==> config.mk <==
export PLATFORM = sky130hd
export DESIGN_NAME = sed_bus
export DESIGN_NICKNAME = d
export VERILOG_FILES = /design/src/core/sed_pkg.sv /design/src/core/sed_bus.sv /design/src/core/sed_sync.sv
export SDC_FILE = /design/constraint.sdc
export NUM_CORES = 2
export LEC_CHECK = 0
export BUFFER_PORTS_ARGS = -buffer_cell sky130_fd_sc_hd__buf_2
export CAP_MARGIN = 15
export CORE_MARGIN = 2
export CORE_UTILIZATION = 48
export DETAILED_ROUTE_END_ITERATION = 10
export GPL_TIMING_DRIVEN = 0
export SETUP_SLACK_MARGIN = 0.2
export SYNTH_ARGS = -nofsm -noshare
export SYNTH_HDL_FRONTEND = slang
export SYNTH_SLANG_ARGS = --single-unit
==> constraint.sdc <==
create_clock -name clk -period 4.13 [get_ports clk]
set_input_delay 0.6195 -clock clk [delete_from_list [all_inputs] [get_ports clk]]
set_output_delay 0.6195 -clock clk [all_outputs]
set_load 0.01 [all_outputs]
==> src/core/sed_pkg.sv <==
// Constants, types and timing helpers for the stretched external data bus
package sed_pkg;

	// ==========================================================
	// Register map
	localparam logic [7:0] ADDR_POINTER0_LOW   = 8'h82;
	localparam logic [7:0] ADDR_POINTER0_HIGH  = 8'h83;
	localparam logic [7:0] ADDR_POINTER1_LOW   = 8'h84;
	localparam logic [7:0] ADDR_POINTER1_HIGH  = 8'h85;
	localparam logic [7:0] ADDR_POINTER_CHOICE = 8'h86;
	localparam logic [7:0] ADDR_CYCLE_SPEED    = 8'h8e;
	localparam logic [7:0] ADDR_HIGH_PORT      = 8'ha0;

	// ==========================================================
	// Field layouts and reset values
	localparam int         STRETCH_LSB         = 0;
	localparam int         STRETCH_MSB         = 2;
	localparam logic [7:0] SPEED_WRITE_MASK    = 8'h3f;
	localparam logic [7:0] CHOICE_WRITE_MASK   = 8'h01;
	localparam logic [7:0] RESET_CYCLE_SPEED   = 8'h01;
	localparam logic [2:0] RESET_STRETCH       = 3'h1;
	localparam logic [7:0] RESET_POINTER       = 8'h00;
	localparam logic [7:0] RESET_CHOICE        = 8'h00;
	localparam logic [7:0] RESET_HIGH_PORT     = 8'hff;
	localparam logic [7:0] RESET_LOW_PORT      = 8'hff;
	localparam int         SCRATCH_BYTES       = 256;

	// ==========================================================
	// Timing in clocks
	localparam logic [5:0] CLOCKS_PER_CYCLE    = 6'h04;
	localparam logic [5:0] BASE_MOVE_CYCLES    = 6'h02;
	localparam logic [5:0] FETCH_LAST          = 6'h03;
	localparam logic [5:0] ALE_CLOCK           = 6'h00;
	localparam logic [5:0] ADDR_LAST           = 6'h01;
	localparam logic [5:0] FETCH_STROBE_FIRST  = 6'h01;
	localparam logic [5:0] FETCH_STROBE_LAST   = 6'h02;
	localparam logic [5:0] MOVE_STROBE_FIRST   = 6'h04;
	localparam logic [5:0] WRITE_DATA_FIRST    = 6'h02;
	localparam logic [4:0] FAST_STROBE_WIDTH   = 5'h02;
	localparam int         SAMPLE_DELAY        = 3;

	// ==========================================================
	// Sequencer states
	typedef enum logic [1:0] {SED_IDLE, SED_FETCH, SED_MOVE} sed_state_t;

	// Strobe width in clocks for a stretch value
	function automatic logic [4:0] sed_strobe_width(input logic [2:0] stretch);
		sed_strobe_width = (stretch == 3'h0) ? FAST_STROBE_WIDTH : {stretch, 2'b00};
	endfunction : sed_strobe_width

	// Whole move length in clocks for a stretch value
	function automatic logic [5:0] sed_move_clocks(input logic [2:0] stretch);
		sed_move_clocks = 6'(({3'h0, stretch} + BASE_MOVE_CYCLES) * CLOCKS_PER_CYCLE);
	endfunction : sed_move_clocks

endpackage : sed_pkg

==> src/core/sed_bus.sv <==
// External memory access unit with stretched data moves
`timescale 1ns/1ps
module sed_bus (
	// Clock and reset
	input  wire logic                 clk,
	input  wire logic                 reset_n,
	input  wire logic                 ce,
	// Special function register port
	input  wire logic [7:0]           sfr_addr,
	input  wire logic                 sfr_write,
	input  wire logic [7:0]           sfr_wdata,
	output logic      [7:0]           sfr_rdata,
	// Scratchpad port
	input  wire logic [7:0]           scratch_addr,
	input  wire logic                 scratch_write,
	input  wire logic [7:0]           scratch_wdata,
	output logic      [7:0]           scratch_rdata,
	// Program fetch requests
	input  wire logic                 fetch_req,
	input  wire logic [15:0]          fetch_addr,
	output logic                      fetch_ready,
	output logic                      fetch_done,
	output logic      [7:0]           fetch_data,
	// Data move requests
	input  wire logic                 move_req,
	input  wire logic                 move_write,
	input  wire logic                 move_use_pointer,
	input  wire logic [7:0]           move_addr_low,
	input  wire logic [7:0]           move_wdata,
	output logic                      move_ready,
	output logic                      move_done,
	output logic      [7:0]           move_rdata,
	// External bus pins
	input  wire logic [7:0]           low_port_in,
	output logic      [7:0]           low_port_out,
	output logic                      low_port_oe,
	output logic      [7:0]           high_port_out,
	output logic                      ale,
	output logic                      prog_strobe_n,
	output logic                      read_strobe_n,
	output logic                      write_strobe_n
);
	import sed_pkg::*;

	// ==========================================================
	// Registers
	logic [7:0]  pointer0_low, pointer0_high, pointer1_low, pointer1_high;
	logic [7:0]  pointer_choice, cycle_speed_control, high_address_port;
	logic [7:0]  next_pointer0_low, next_pointer0_high, next_pointer1_low;
	logic [7:0]  next_pointer1_high, next_pointer_choice, next_cycle_speed;
	logic [7:0]  next_high_port, next_sfr_rdata;
	logic [2:0]  stretch;

	assign stretch = cycle_speed_control[STRETCH_MSB:STRETCH_LSB];

	always_comb
	begin
		next_pointer0_low   = pointer0_low;
		next_pointer0_high  = pointer0_high;
		next_pointer1_low   = pointer1_low;
		next_pointer1_high  = pointer1_high;
		next_pointer_choice = pointer_choice;
		next_cycle_speed    = cycle_speed_control;
		next_high_port      = high_address_port;
		if (sfr_write)
		begin
			case (sfr_addr)
				ADDR_POINTER0_LOW:   next_pointer0_low   = sfr_wdata;
				ADDR_POINTER0_HIGH:  next_pointer0_high  = sfr_wdata;
				ADDR_POINTER1_LOW:   next_pointer1_low   = sfr_wdata;
				ADDR_POINTER1_HIGH:  next_pointer1_high  = sfr_wdata;
				ADDR_POINTER_CHOICE: next_pointer_choice = sfr_wdata & CHOICE_WRITE_MASK;
				ADDR_CYCLE_SPEED:    next_cycle_speed    = sfr_wdata & SPEED_WRITE_MASK;
				ADDR_HIGH_PORT:      next_high_port      = sfr_wdata;
				default:             next_high_port      = high_address_port;
			endcase
		end
		case (sfr_addr)
			ADDR_POINTER0_LOW:   next_sfr_rdata = pointer0_low;
			ADDR_POINTER0_HIGH:  next_sfr_rdata = pointer0_high;
			ADDR_POINTER1_LOW:   next_sfr_rdata = pointer1_low;
			ADDR_POINTER1_HIGH:  next_sfr_rdata = pointer1_high;
			ADDR_POINTER_CHOICE: next_sfr_rdata = pointer_choice;
			ADDR_CYCLE_SPEED:    next_sfr_rdata = cycle_speed_control;
			ADDR_HIGH_PORT:      next_sfr_rdata = high_address_port;
			default:             next_sfr_rdata = 8'h00;
		endcase
	end

	always_ff @(posedge clk)
	begin
		if (!reset_n)
		begin
			pointer0_low        <= RESET_POINTER;
			pointer0_high       <= RESET_POINTER;
			pointer1_low        <= RESET_POINTER;
			pointer1_high       <= RESET_POINTER;
			pointer_choice      <= RESET_CHOICE;
			cycle_speed_control <= RESET_CYCLE_SPEED;
			high_address_port   <= RESET_HIGH_PORT;
			sfr_rdata           <= 8'h00;
		end
		else if (ce)
		begin
			pointer0_low        <= next_pointer0_low;
			pointer0_high       <= next_pointer0_high;
			pointer1_low        <= next_pointer1_low;
			pointer1_high       <= next_pointer1_high;
			pointer_choice      <= next_pointer_choice;
			cycle_speed_control <= next_cycle_speed;
			high_address_port   <= next_high_port;
			sfr_rdata           <= next_sfr_rdata;
		end
	end

	// ==========================================================
	// Scratchpad, the only on-chip memory
	logic [7:0] scratch_mem [SCRATCH_BYTES];

	always_ff @(posedge clk)
	begin
		if (ce && scratch_write)
			scratch_mem[scratch_addr] <= scratch_wdata;
		if (ce)
			scratch_rdata <= scratch_mem[scratch_addr];
	end

	// ==========================================================
	// Sequencer
	sed_state_t  state, next_state;
	logic [5:0]  cnt, next_cnt, last_cnt, next_last;
	logic [4:0]  width, next_width;
	logic [2:0]  move_stretch, next_move_stretch;
	logic [15:0] bus_addr, next_bus_addr;
	logic [7:0]  bus_wdata, next_bus_wdata;
	logic        bus_write, next_bus_write;
	logic        at_end, accept_fetch, accept_move;

	assign at_end       = (state != SED_IDLE) && (cnt == last_cnt);
	assign fetch_ready  = (state == SED_IDLE) || at_end;
	assign move_ready   = fetch_ready && !fetch_req;
	assign accept_fetch = ce && fetch_ready && fetch_req;
	assign accept_move  = ce && move_ready && move_req;

	always_comb
	begin
		next_state        = state;
		next_cnt          = cnt + 6'h01;
		next_last         = last_cnt;
		next_width        = width;
		next_move_stretch = move_stretch;
		next_bus_addr     = bus_addr;
		next_bus_wdata    = bus_wdata;
		next_bus_write    = bus_write;
		if (at_end)
			next_state = SED_IDLE;
		if (accept_fetch)
		begin
			next_state    = SED_FETCH;
			next_cnt      = 6'h00;
			next_last     = FETCH_LAST;
			next_bus_addr = fetch_addr;
		end
		else if (accept_move)
		begin
			next_state        = SED_MOVE;
			next_cnt          = 6'h00;
			next_move_stretch = stretch;
			next_last         = sed_move_clocks(stretch) - 6'h01;
			next_width        = sed_strobe_width(stretch);
			next_bus_write    = move_write;
			next_bus_wdata    = move_wdata;
			if (!move_use_pointer)
				next_bus_addr = {high_address_port, move_addr_low};
			else if (pointer_choice[0])
				next_bus_addr = {pointer1_high, pointer1_low};
			else
				next_bus_addr = {pointer0_high, pointer0_low};
		end
		else if (state == SED_IDLE)
			next_cnt = 6'h00;
	end

	always_ff @(posedge clk)
	begin
		if (!reset_n)
		begin
			state        <= SED_IDLE;
			cnt          <= 6'h00;
			last_cnt     <= 6'h00;
			width        <= FAST_STROBE_WIDTH;
			move_stretch <= RESET_STRETCH;
			bus_addr     <= 16'h0000;
			bus_wdata    <= 8'h00;
			bus_write    <= 1'b0;
		end
		else if (ce)
		begin
			state        <= next_state;
			cnt          <= next_cnt;
			last_cnt     <= next_last;
			width        <= next_width;
			move_stretch <= next_move_stretch;
			bus_addr     <= next_bus_addr;
			bus_wdata    <= next_bus_wdata;
			bus_write    <= next_bus_write;
		end
	end

	// ==========================================================
	// Pin decode, registered
	logic [7:0] next_low_out, next_high_out;
	logic       next_low_oe, next_ale, next_prog_n, next_rd_n, next_wr_n;
	logic       in_move_strobe, next_sample;
	logic [5:0] strobe_end;

	assign strobe_end     = MOVE_STROBE_FIRST + {1'b0, width};
	assign in_move_strobe = (state == SED_MOVE) && (cnt >= MOVE_STROBE_FIRST)
		&& (cnt < strobe_end);

	always_comb
	begin
		next_low_out  = RESET_LOW_PORT;
		next_low_oe   = 1'b0;
		next_high_out = high_address_port;
		next_ale      = 1'b0;
		next_prog_n   = 1'b1;
		next_rd_n     = 1'b1;
		next_wr_n     = 1'b1;
		next_sample   = 1'b0;
		case (state)
			SED_FETCH:
			begin
				next_high_out = bus_addr[15:8];
				next_ale      = (cnt == ALE_CLOCK);
				next_prog_n   = !((cnt >= FETCH_STROBE_FIRST) && (cnt <= FETCH_STROBE_LAST));
				next_sample   = (cnt == FETCH_STROBE_LAST);
				if (cnt <= ADDR_LAST)
				begin
					next_low_out = bus_addr[7:0];
					next_low_oe  = 1'b1;
				end
			end
			SED_MOVE:
			begin
				next_high_out = bus_addr[15:8];
				next_ale      = (cnt == ALE_CLOCK);
				next_rd_n     = !(in_move_strobe && !bus_write);
				next_wr_n     = !(in_move_strobe && bus_write);
				next_sample   = (cnt == strobe_end - 6'h01);
				if (cnt <= ADDR_LAST)
				begin
					next_low_out = bus_addr[7:0];
					next_low_oe  = 1'b1;
				end
				else if (bus_write && (cnt >= WRITE_DATA_FIRST) && (cnt <= strobe_end))
				begin
					next_low_out = bus_wdata;
					next_low_oe  = 1'b1;
				end
			end
			default:
			begin
				next_low_oe = 1'b0;
			end
		endcase
	end

	always_ff @(posedge clk)
	begin
		if (!reset_n)
		begin
			low_port_out   <= RESET_LOW_PORT;
			low_port_oe    <= 1'b0;
			high_port_out  <= RESET_HIGH_PORT;
			ale            <= 1'b0;
			prog_strobe_n  <= 1'b1;
			read_strobe_n  <= 1'b1;
			write_strobe_n <= 1'b1;
		end
		else if (ce)
		begin
			low_port_out   <= next_low_out;
			low_port_oe    <= next_low_oe;
			high_port_out  <= next_high_out;
			ale            <= next_ale;
			prog_strobe_n  <= next_prog_n;
			read_strobe_n  <= next_rd_n;
			write_strobe_n <= next_wr_n;
		end
	end

	// ==========================================================
	// Read capture behind the pin synchroniser
	logic [7:0]              low_port_sync;
	logic [SAMPLE_DELAY-1:0] sample_pipe, kind_pipe, next_sample_pipe, next_kind_pipe;
	logic [7:0]              next_fetch_data, next_move_rdata;
	logic                    next_fetch_done, next_move_done;

	sed_sync #(
		.WIDTH (8)
	) u_low_sync (
		.clk      (clk),
		.reset_n  (reset_n),
		.ce       (ce),
		.pin_in   (low_port_in),
		.sync_out (low_port_sync)
	);

	always_comb
	begin
		next_sample_pipe = {sample_pipe[SAMPLE_DELAY-2:0], next_sample};
		next_kind_pipe   = {kind_pipe[SAMPLE_DELAY-2:0], (state == SED_MOVE)};
		next_fetch_done  = sample_pipe[SAMPLE_DELAY-1] && !kind_pipe[SAMPLE_DELAY-1];
		next_move_done   = sample_pipe[SAMPLE_DELAY-1] && kind_pipe[SAMPLE_DELAY-1];
		next_fetch_data  = next_fetch_done ? low_port_sync : fetch_data;
		next_move_rdata  = move_rdata;
		if (next_move_done && read_strobe_n && write_strobe_n && !low_port_oe)
			next_move_rdata = low_port_sync;
	end

	always_ff @(posedge clk)
	begin
		if (!reset_n)
		begin
			sample_pipe <= '0;
			kind_pipe   <= '0;
			fetch_done  <= 1'b0;
			move_done   <= 1'b0;
			fetch_data  <= 8'h00;
			move_rdata  <= 8'h00;
		end
		else if (ce)
		begin
			sample_pipe <= next_sample_pipe;
			kind_pipe   <= next_kind_pipe;
			fetch_done  <= next_fetch_done;
			move_done   <= next_move_done;
			fetch_data  <= next_fetch_data;
			move_rdata  <= next_move_rdata;
		end
	end

	// ==========================================================
	// Checks
	logic [5:0] strobe_run;
	always_ff @(posedge clk)
	begin
		if (!reset_n)
			strobe_run <= 6'h00;
		else if (ce)
			strobe_run <= (!read_strobe_n || !write_strobe_n) ? strobe_run + 6'h01 : 6'h00;
	end

	a_strobe_single: assert property (@(posedge clk) disable iff (!reset_n)
		!(!read_strobe_n && !write_strobe_n)) else $error("read and write strobes both low");
	a_strobe_width: assert property (@(posedge clk) disable iff (!reset_n)
		(ce && strobe_run != 6'h00 && read_strobe_n && write_strobe_n)
		|-> (strobe_run == {1'b0, sed_strobe_width(move_stretch)}))
		else $error("strobe width wrong for stretch");
	a_move_cycles: assert property (@(posedge clk) disable iff (!reset_n)
		(state == SED_MOVE && at_end) |-> (cnt + 6'h01 == sed_move_clocks(move_stretch)))
		else $error("move length wrong");
	a_fetch_cycles: assert property (@(posedge clk) disable iff (!reset_n)
		(state == SED_FETCH && at_end) |-> (cnt == FETCH_LAST)) else $error("fetch not four clocks");
	a_reset_stretch: assert property (@(posedge clk)
		!reset_n |=> (stretch == RESET_STRETCH)) else $error("stretch not one after reset");
	a_ale_address: assert property (@(posedge clk) disable iff (!reset_n)
		ale |-> (low_port_oe && low_port_out == bus_addr[7:0])) else $error("address missing at ale");
	a_address_held: assert property (@(posedge clk) disable iff (!reset_n)
		(ce && !read_strobe_n) ##1 !read_strobe_n |-> $stable(high_port_out))
		else $error("address moved under strobe");
	a_stretch_kept: assert property (@(posedge clk) disable iff (!reset_n)
		(state == SED_MOVE && !at_end) |=> $stable(move_stretch)) else $error("stretch changed in move");
	a_ale_once: assert property (@(posedge clk) disable iff (!reset_n)
		(ale && ce) |=> !ale) else $error("ale longer than one clock");
	a_pointer_pick: assert property (@(posedge clk) disable iff (!reset_n)
		(accept_move && move_use_pointer && pointer_choice[0])
		|=> (bus_addr == $past({pointer1_high, pointer1_low}))) else $error("wrong pointer used");
endmodule : sed_bus

==> src/core/sed_sync.sv <==
// Two flip-flop synchroniser for pin inputs
`timescale 1ns/1ps
module sed_sync #(
	parameter int WIDTH = 8
) (
	// Clock and reset
	input  wire logic             clk,
	input  wire logic             reset_n,
	input  wire logic             ce,
	// Data
	input  wire logic [WIDTH-1:0] pin_in,
	output logic      [WIDTH-1:0] sync_out
);
	logic [WIDTH-1:0] stage_one;

	// ==========================================================
	// Two stages
	always_ff @(posedge clk)
	begin
		if (!reset_n)
		begin
			stage_one <= '0;
			sync_out  <= '0;
		end
		else if (ce)
		begin
			stage_one <= pin_in;
			sync_out  <= stage_one;
		end
	end
endmodule : sed_sync

# Yosys cells after proc, flatten, opt, wreduce, memory -nomap -nowiden
# Memory sizes are Yosys's and may differ from the RTL's. A register that Yosys moved wholly into a read port is not among the register bits.
# Index checks and enable logic that the tools add are counted.
# op_classes
n_addsub	5
order_cmp	7
n_eq_ne	12
muxes	30
n_bitwise	1
n_reduce_logical	46
# op_table
cell	n
two-way mux 16 bit	4
equality test 8 bit (second input constant)	7
one-hot mux 8 bit (7 select lines)	1
two-way mux 8 bit	4
two-way mux 6 bit	5
AND reduction 3 bit	8
logical AND 1 bit	19
one-hot mux 8 bit (2 select lines)	1
equality test 6 bit	2
subtractor 6 x 1 -> 6 bit (second input constant)	2
two-way mux 1 bit	9
AND reduction 2 bit	4
zero test 1 bit	7
adder 3 x 5 -> 6 bit (first input constant)	1
adder 6 x 1 -> 6 bit (second input constant)	1
equality test 6 x 2 -> 1 bit (second input constant)	1
greater-or-equal comparator 6 x 1 -> 1 bit (second input constant)	1
greater-or-equal comparator 6 x 2 -> 1 bit (second input constant)	1
greater-or-equal comparator 6 x 3 -> 1 bit (second input constant)	1
less-or-equal comparator 6 x 1 -> 1 bit (second input constant)	1
less-or-equal comparator 6 x 2 -> 1 bit (second input constant)	1
less-or-equal comparator 6 bit	1
zero test 6 bit	1
< comparator 6 bit	1
other kinds (13)	17
# totals
register_bits	160
ram_bits	2048
inputBits	81
out_inout_bits	57
elab_cells	132
n_memories	1
# memory_table
name	words	word_bits	rd	rd_clocked_by_memory_dff	write_ports	line_no	rtl
scratch_mem	256	8	1	1	1	sed_bus.sv:118	logic [7:0] scratch_mem [SCRATCH_BYTES];

# Longest topological paths before layout
# logic_depth
word_depth	8
mapped_depth	13
ltp_nobuf	9

# Cells and area by module
# From an unflattened synthesis, not the netlist that was laid out.
# unflattened
hier_cells	4549
hier_area_um2	87079.8
# modules_own_cells
mod	n_inst	cells_per_inst	area_per_inst_um2	seq_area_each_um2
sed_bus	1	4498	86464.2	64581.9
sed_sync	1	51	615.6	320.3

# Worst setup path before layout
# Ideal clock, no wire load.
# synth_timing
path_kind	input -> register
startpoint	input scratch_addr[0]
endpoint	memory scratch_mem[177][0] (enable)
setup_ns	0.370
arrival_time_ns	2.880
t_required_ns	3.760
path_slack_ns	0.880
stages	12
n_path_buf	8
cell_sequence	buf_4 > buf_6 > buf_6 > buf_4 > buf_4 > buf_6 > buf_4 > nand3_1 > nor2_1 > nand2_1 > buf_2 > nor2_1
# synth_rtl
item	line_no	rtl
start, declared	sed_bus.sv:14	input wire logic [7:0] scratch_addr,
end, declared	sed_bus.sv:118	
# Straight into the memory's write port.

==> impl_results.md <==
* Status: finished with violations
* Failing checks: negative setup slack
* GRT Overall Usage at 34.9%
* Initial Utilization at 48.2%
* Worst-Margin Slew at 1.45 ns
* Mapped cell area at 86900 um^2
* Final Instance Area at 101000 um^2
* Hold Vio Cnt, Final at 0
* Clock sink total at 2214
* Post-synthesis compound-gate area fraction at 2.85%
* Number of remaining DRC errors at 0
* Biggest cell delay along the critical path at 0.89 ns
* Latest clock arrival within the worst-skew pair at 0.88 ns
* Sw power at 11.2 mW
* Finished Layout Cells at 7425
* CP Data Required Time at 4.65 ns
* Initial antenna violation count at 16
* Routed Antenna Nets at 0
* Slowest CP cell: buf_1
* Internal cell power at 36.9 mW
* Switching part of the total at 23.3%
* Largest net degree at the start of global routing at 153
* Setup slack after layout at -0.221 ns
* Global route hottest layer: met2
* Crit Path Max Fanout at 8
* Synth cell types at 73
* Largest registers: scratch_mem: 2048 flops, bus_addr: 16 flops
* Seq pwr share at 51.1%
* Hold WC Path Type: in2reg
* Avg Synthesized Cell Area at 19.6 um^2
* Critical Path Source: scratch_addr[2]
* Clk buf depth at 3
* Post-Synth XOR/XNOR Area at 0.121%
* Crit Path Class: in2reg
* Unrepaired setup endpoints after global routing: yes
* DP Area at 91300 um^2
* Min-delay src: fetch_addr[8]
* Vias in the first global route at 47100
* Max reg flops at 2048
* VDD IR max at 0.408 mV
* Fin. max-slew vios at 0
* Nets at 4958
* Wire length per cell at 43.5 um
* Comb pwr share at 6.8%
* Port Buffers at 131
* CTS Buf Count at 220
* Post-Place Cells at 6971
* Clock network power share at 42.1%
* Final worst path period share at 105%
* Setup crit end kind: register
* CP Cell Sequence: clkbuf_1, buf_8, buf_2, buf_12, nor2_1, buf_1, buf_6, a32oi_1, nand3_1, nand2_1, o211ai_1, nand4_1
* Largest family of logic cells by synthesized area: multiplexers
* Crit-path leading delay family: buffers and inverters
* CTS root buf: clkbuf_16
* Maximum clock frequency at 0.230 GHz
* Worst Setup Start Kind: input pin
* Synth Flop Type: edfxtp_1
* Final setup fails at 7
* Yosys warns at 0
* EDFF count, synth at 2056
* Routed wire length at 323000 um
* Height of the die at 430 um
* Post-Synthesis Cells at 4439
* Global Route met3 Usage at 12.0%
* # Max-Cap Violations at 0
* Post-layout min period at 4.35 ns
* Vias/cell at 6.77
* CTS tree: yes
* Slew Limit Headroom at 3.51%
* Grt total ovfl at 0
* Die area at 185000 um^2
* DRT Pass-1 Iters at 8
* P_leak at 31.8 nW
* Worst Hold Slack at 0.0266 ns
* Synth Area in Simple Gates at 4.33%
* Worst EP arrival at 4.87 ns
* DRT iter0 DRCs at 8610
* Clock transition at path regs at 0.06 ns
* PwrDens at 477 nW/um^2
* Via count at 50300
* M2 GR Usage at 50.0%
* Register area share after synthesis at 74.6%
* Largest register by flop count: scratch_mem
* Worst Skew at 0.0347 ns
* Site Rows at 156
* Post-Synth Adder-Cell Area at 0.245%
* Met1 Use GR at 47.5%
* H-tree levels at 4
* I/O pin cnt at 138
* Post-DP HPWL at 210000 um
* Post-Place Worst Slack at -2.60 ns
* Bufs and invs on worst path at 6
* Die width at 430 um
* Syn-to-layout area delta at 16.0%
* RR Startpoint: cnt[3]
* Mux share of post-synthesis cell area at 16.3%
* Placer congestion estimate at 1.03
* First-pass GRT wire length at 426000 um
* Core area at 180000 um^2
* Synth Register Bits at 2214
* Syn nets at 4537
* Share of layout cells above drive strength 1 at 29.7%
* Synth async-reset ratio at 0%
## final cells by class
cell class / count / area (um^2)
diodes: 10 / 25.0
plain buffers: 262 / 1680
clock buffers: 259 / 5720
clock inverters: 148 / 1450
fillers: 13800 / 79500
inverters: 20 / 76.3
multi-input cells: 1943 / 22200
flip-flops and latches: 2214 / 64900
well taps: 2370 / 2970
repair buffers: 199 / 1830
## cell usage in the layout, fill, tap and decap left out, types with 15 or more instances in the layout
master,Yosys,layout
a21boi_0,60,60
a21oi_1,23,23
a22o_1,15,15
a22oi_1,33,33
a31oi_1,16,15
a32oi_1,19,19
buf_12,0,19
buf_2,91,154
buf_4,28,60
buf_6,7,53
buf_8,0,17
bufinv_16,0,24
clkbuf_1,112,125
clkbuf_16,0,222
clkbuf_2,0,15
clkinv_1,1,54
clkinv_2,0,48
dfxtp_1,158,158
dlygate4sd3_1,0,22
edfxtp_1,2056,2056
ha_1,17,17
inv_1,17,17
mux2i_1,167,151
mux4_2,553,553
nand2_1,297,281
nand3_1,85,84
nand4_1,16,16
nor2_1,315,93
nor2_2,0,94
nor2_4,0,128
nor2b_1,57,56
nor3_1,22,18
o211a_1,16,16
o211ai_1,23,23
o21ai_0,51,51
## cell usage after synthesis, types with 6 or more instances
cell	count	share of area, %
nor2b_1	57	0.41
o221a_2	8	0.10
a31oi_1	16	0.12
inv_1	17	0.073
a21oi_1	23	0.13
a221oi_1	12	0.12
o211ai_1	23	0.20
buf_2	91	0.52
o211a_1	16	0.18
mux2i_1	167	1.9
o22ai_1	13	0.094
nand3_1	85	0.49
buf_6	7	0.091
nor4_1	10	0.072
nor2_1	315	1.4
edfxtp_1	2056	71
nand4_1	16	0.12
buf_1	24	0.10
nand2_1	297	1.3
ha_1	17	0.24
o21ai_0	51	0.29
o32ai_1	9	0.091
clkbuf_1	112	0.48
a2111oi_0	6	0.060
a21boi_0	60	0.52
a22o_1	15	0.15
a32oi_1	19	0.19
and2_1	10	0.072
nor3_1	22	0.13
nand2b_1	11	0.079
a22oi_1	33	0.28
buf_4	28	0.24
mux4_2	553	14
dfxtp_1	158	3.6
xor2_1	7	0.071
## routing by layer
metal	routed length (um)	share of wire (%)
met4	20700	6.4
met5	276	0.086
met1	120000	37
met2	139000	43
met3	43200	13
## path summary, 6_finish.rpt
check | end | slack [ns] | cells past startpoint
setup / recovery | scratch_rdata[1] | -0.22 | 12
hold / removal | bus_addr[8] | 0.03 | 2
setup reg to reg | bus_addr[6] | 0.66 | 9
hold reg to reg | fetch_data[6] | 0.46 | 2
## repair_timing
item                                     CTS  global route
endpoints found under the setup margin  2056           902
resized for setup                        485            54
hold endpoints to repair                  22             0
buffers inserted                           5             9
pin swaps                                  6            13
hold buffers                              22             0
## cells by family (layout without fill, tap and decap cells)
kind of cell,count (synthesis),in the layout
flip-flops,2214,2214
XOR/XNOR,12,12
multiplexers,723,723
adder cells (fa/ha/maj),17,17
AND/OR/NAND/NOR,856,856
buffers and inverters,282,888
AO/OA/AOI/OAI,335,335
other,0,10
## per-stage QoR
stage	utilization (%)	power (mW)	setup TNS, ns
final	55.9	48.1	-0.882
after floorplan	-	26.3	0
after CTS	55.7	47.9	0
after detailed placement	50.6	28.1	-4291.36
after global routing	55.9	48.9	-0.0365
after global placement	50.2	28.1	-7305.03
## power by group through the flow
stage	Combinational, mW	Sequential (mW)	Clock [mW]
after floorplan	1.25	25.1	0
after CTS	3.12	24.6	20.2
after global placement	2.93	25.1	0
after global routing	3.23	24.6	21.1
after detailed placement	3.02	25.1	0
final	3.25	24.6	20.3
Power figures use the tool's default switching activity.
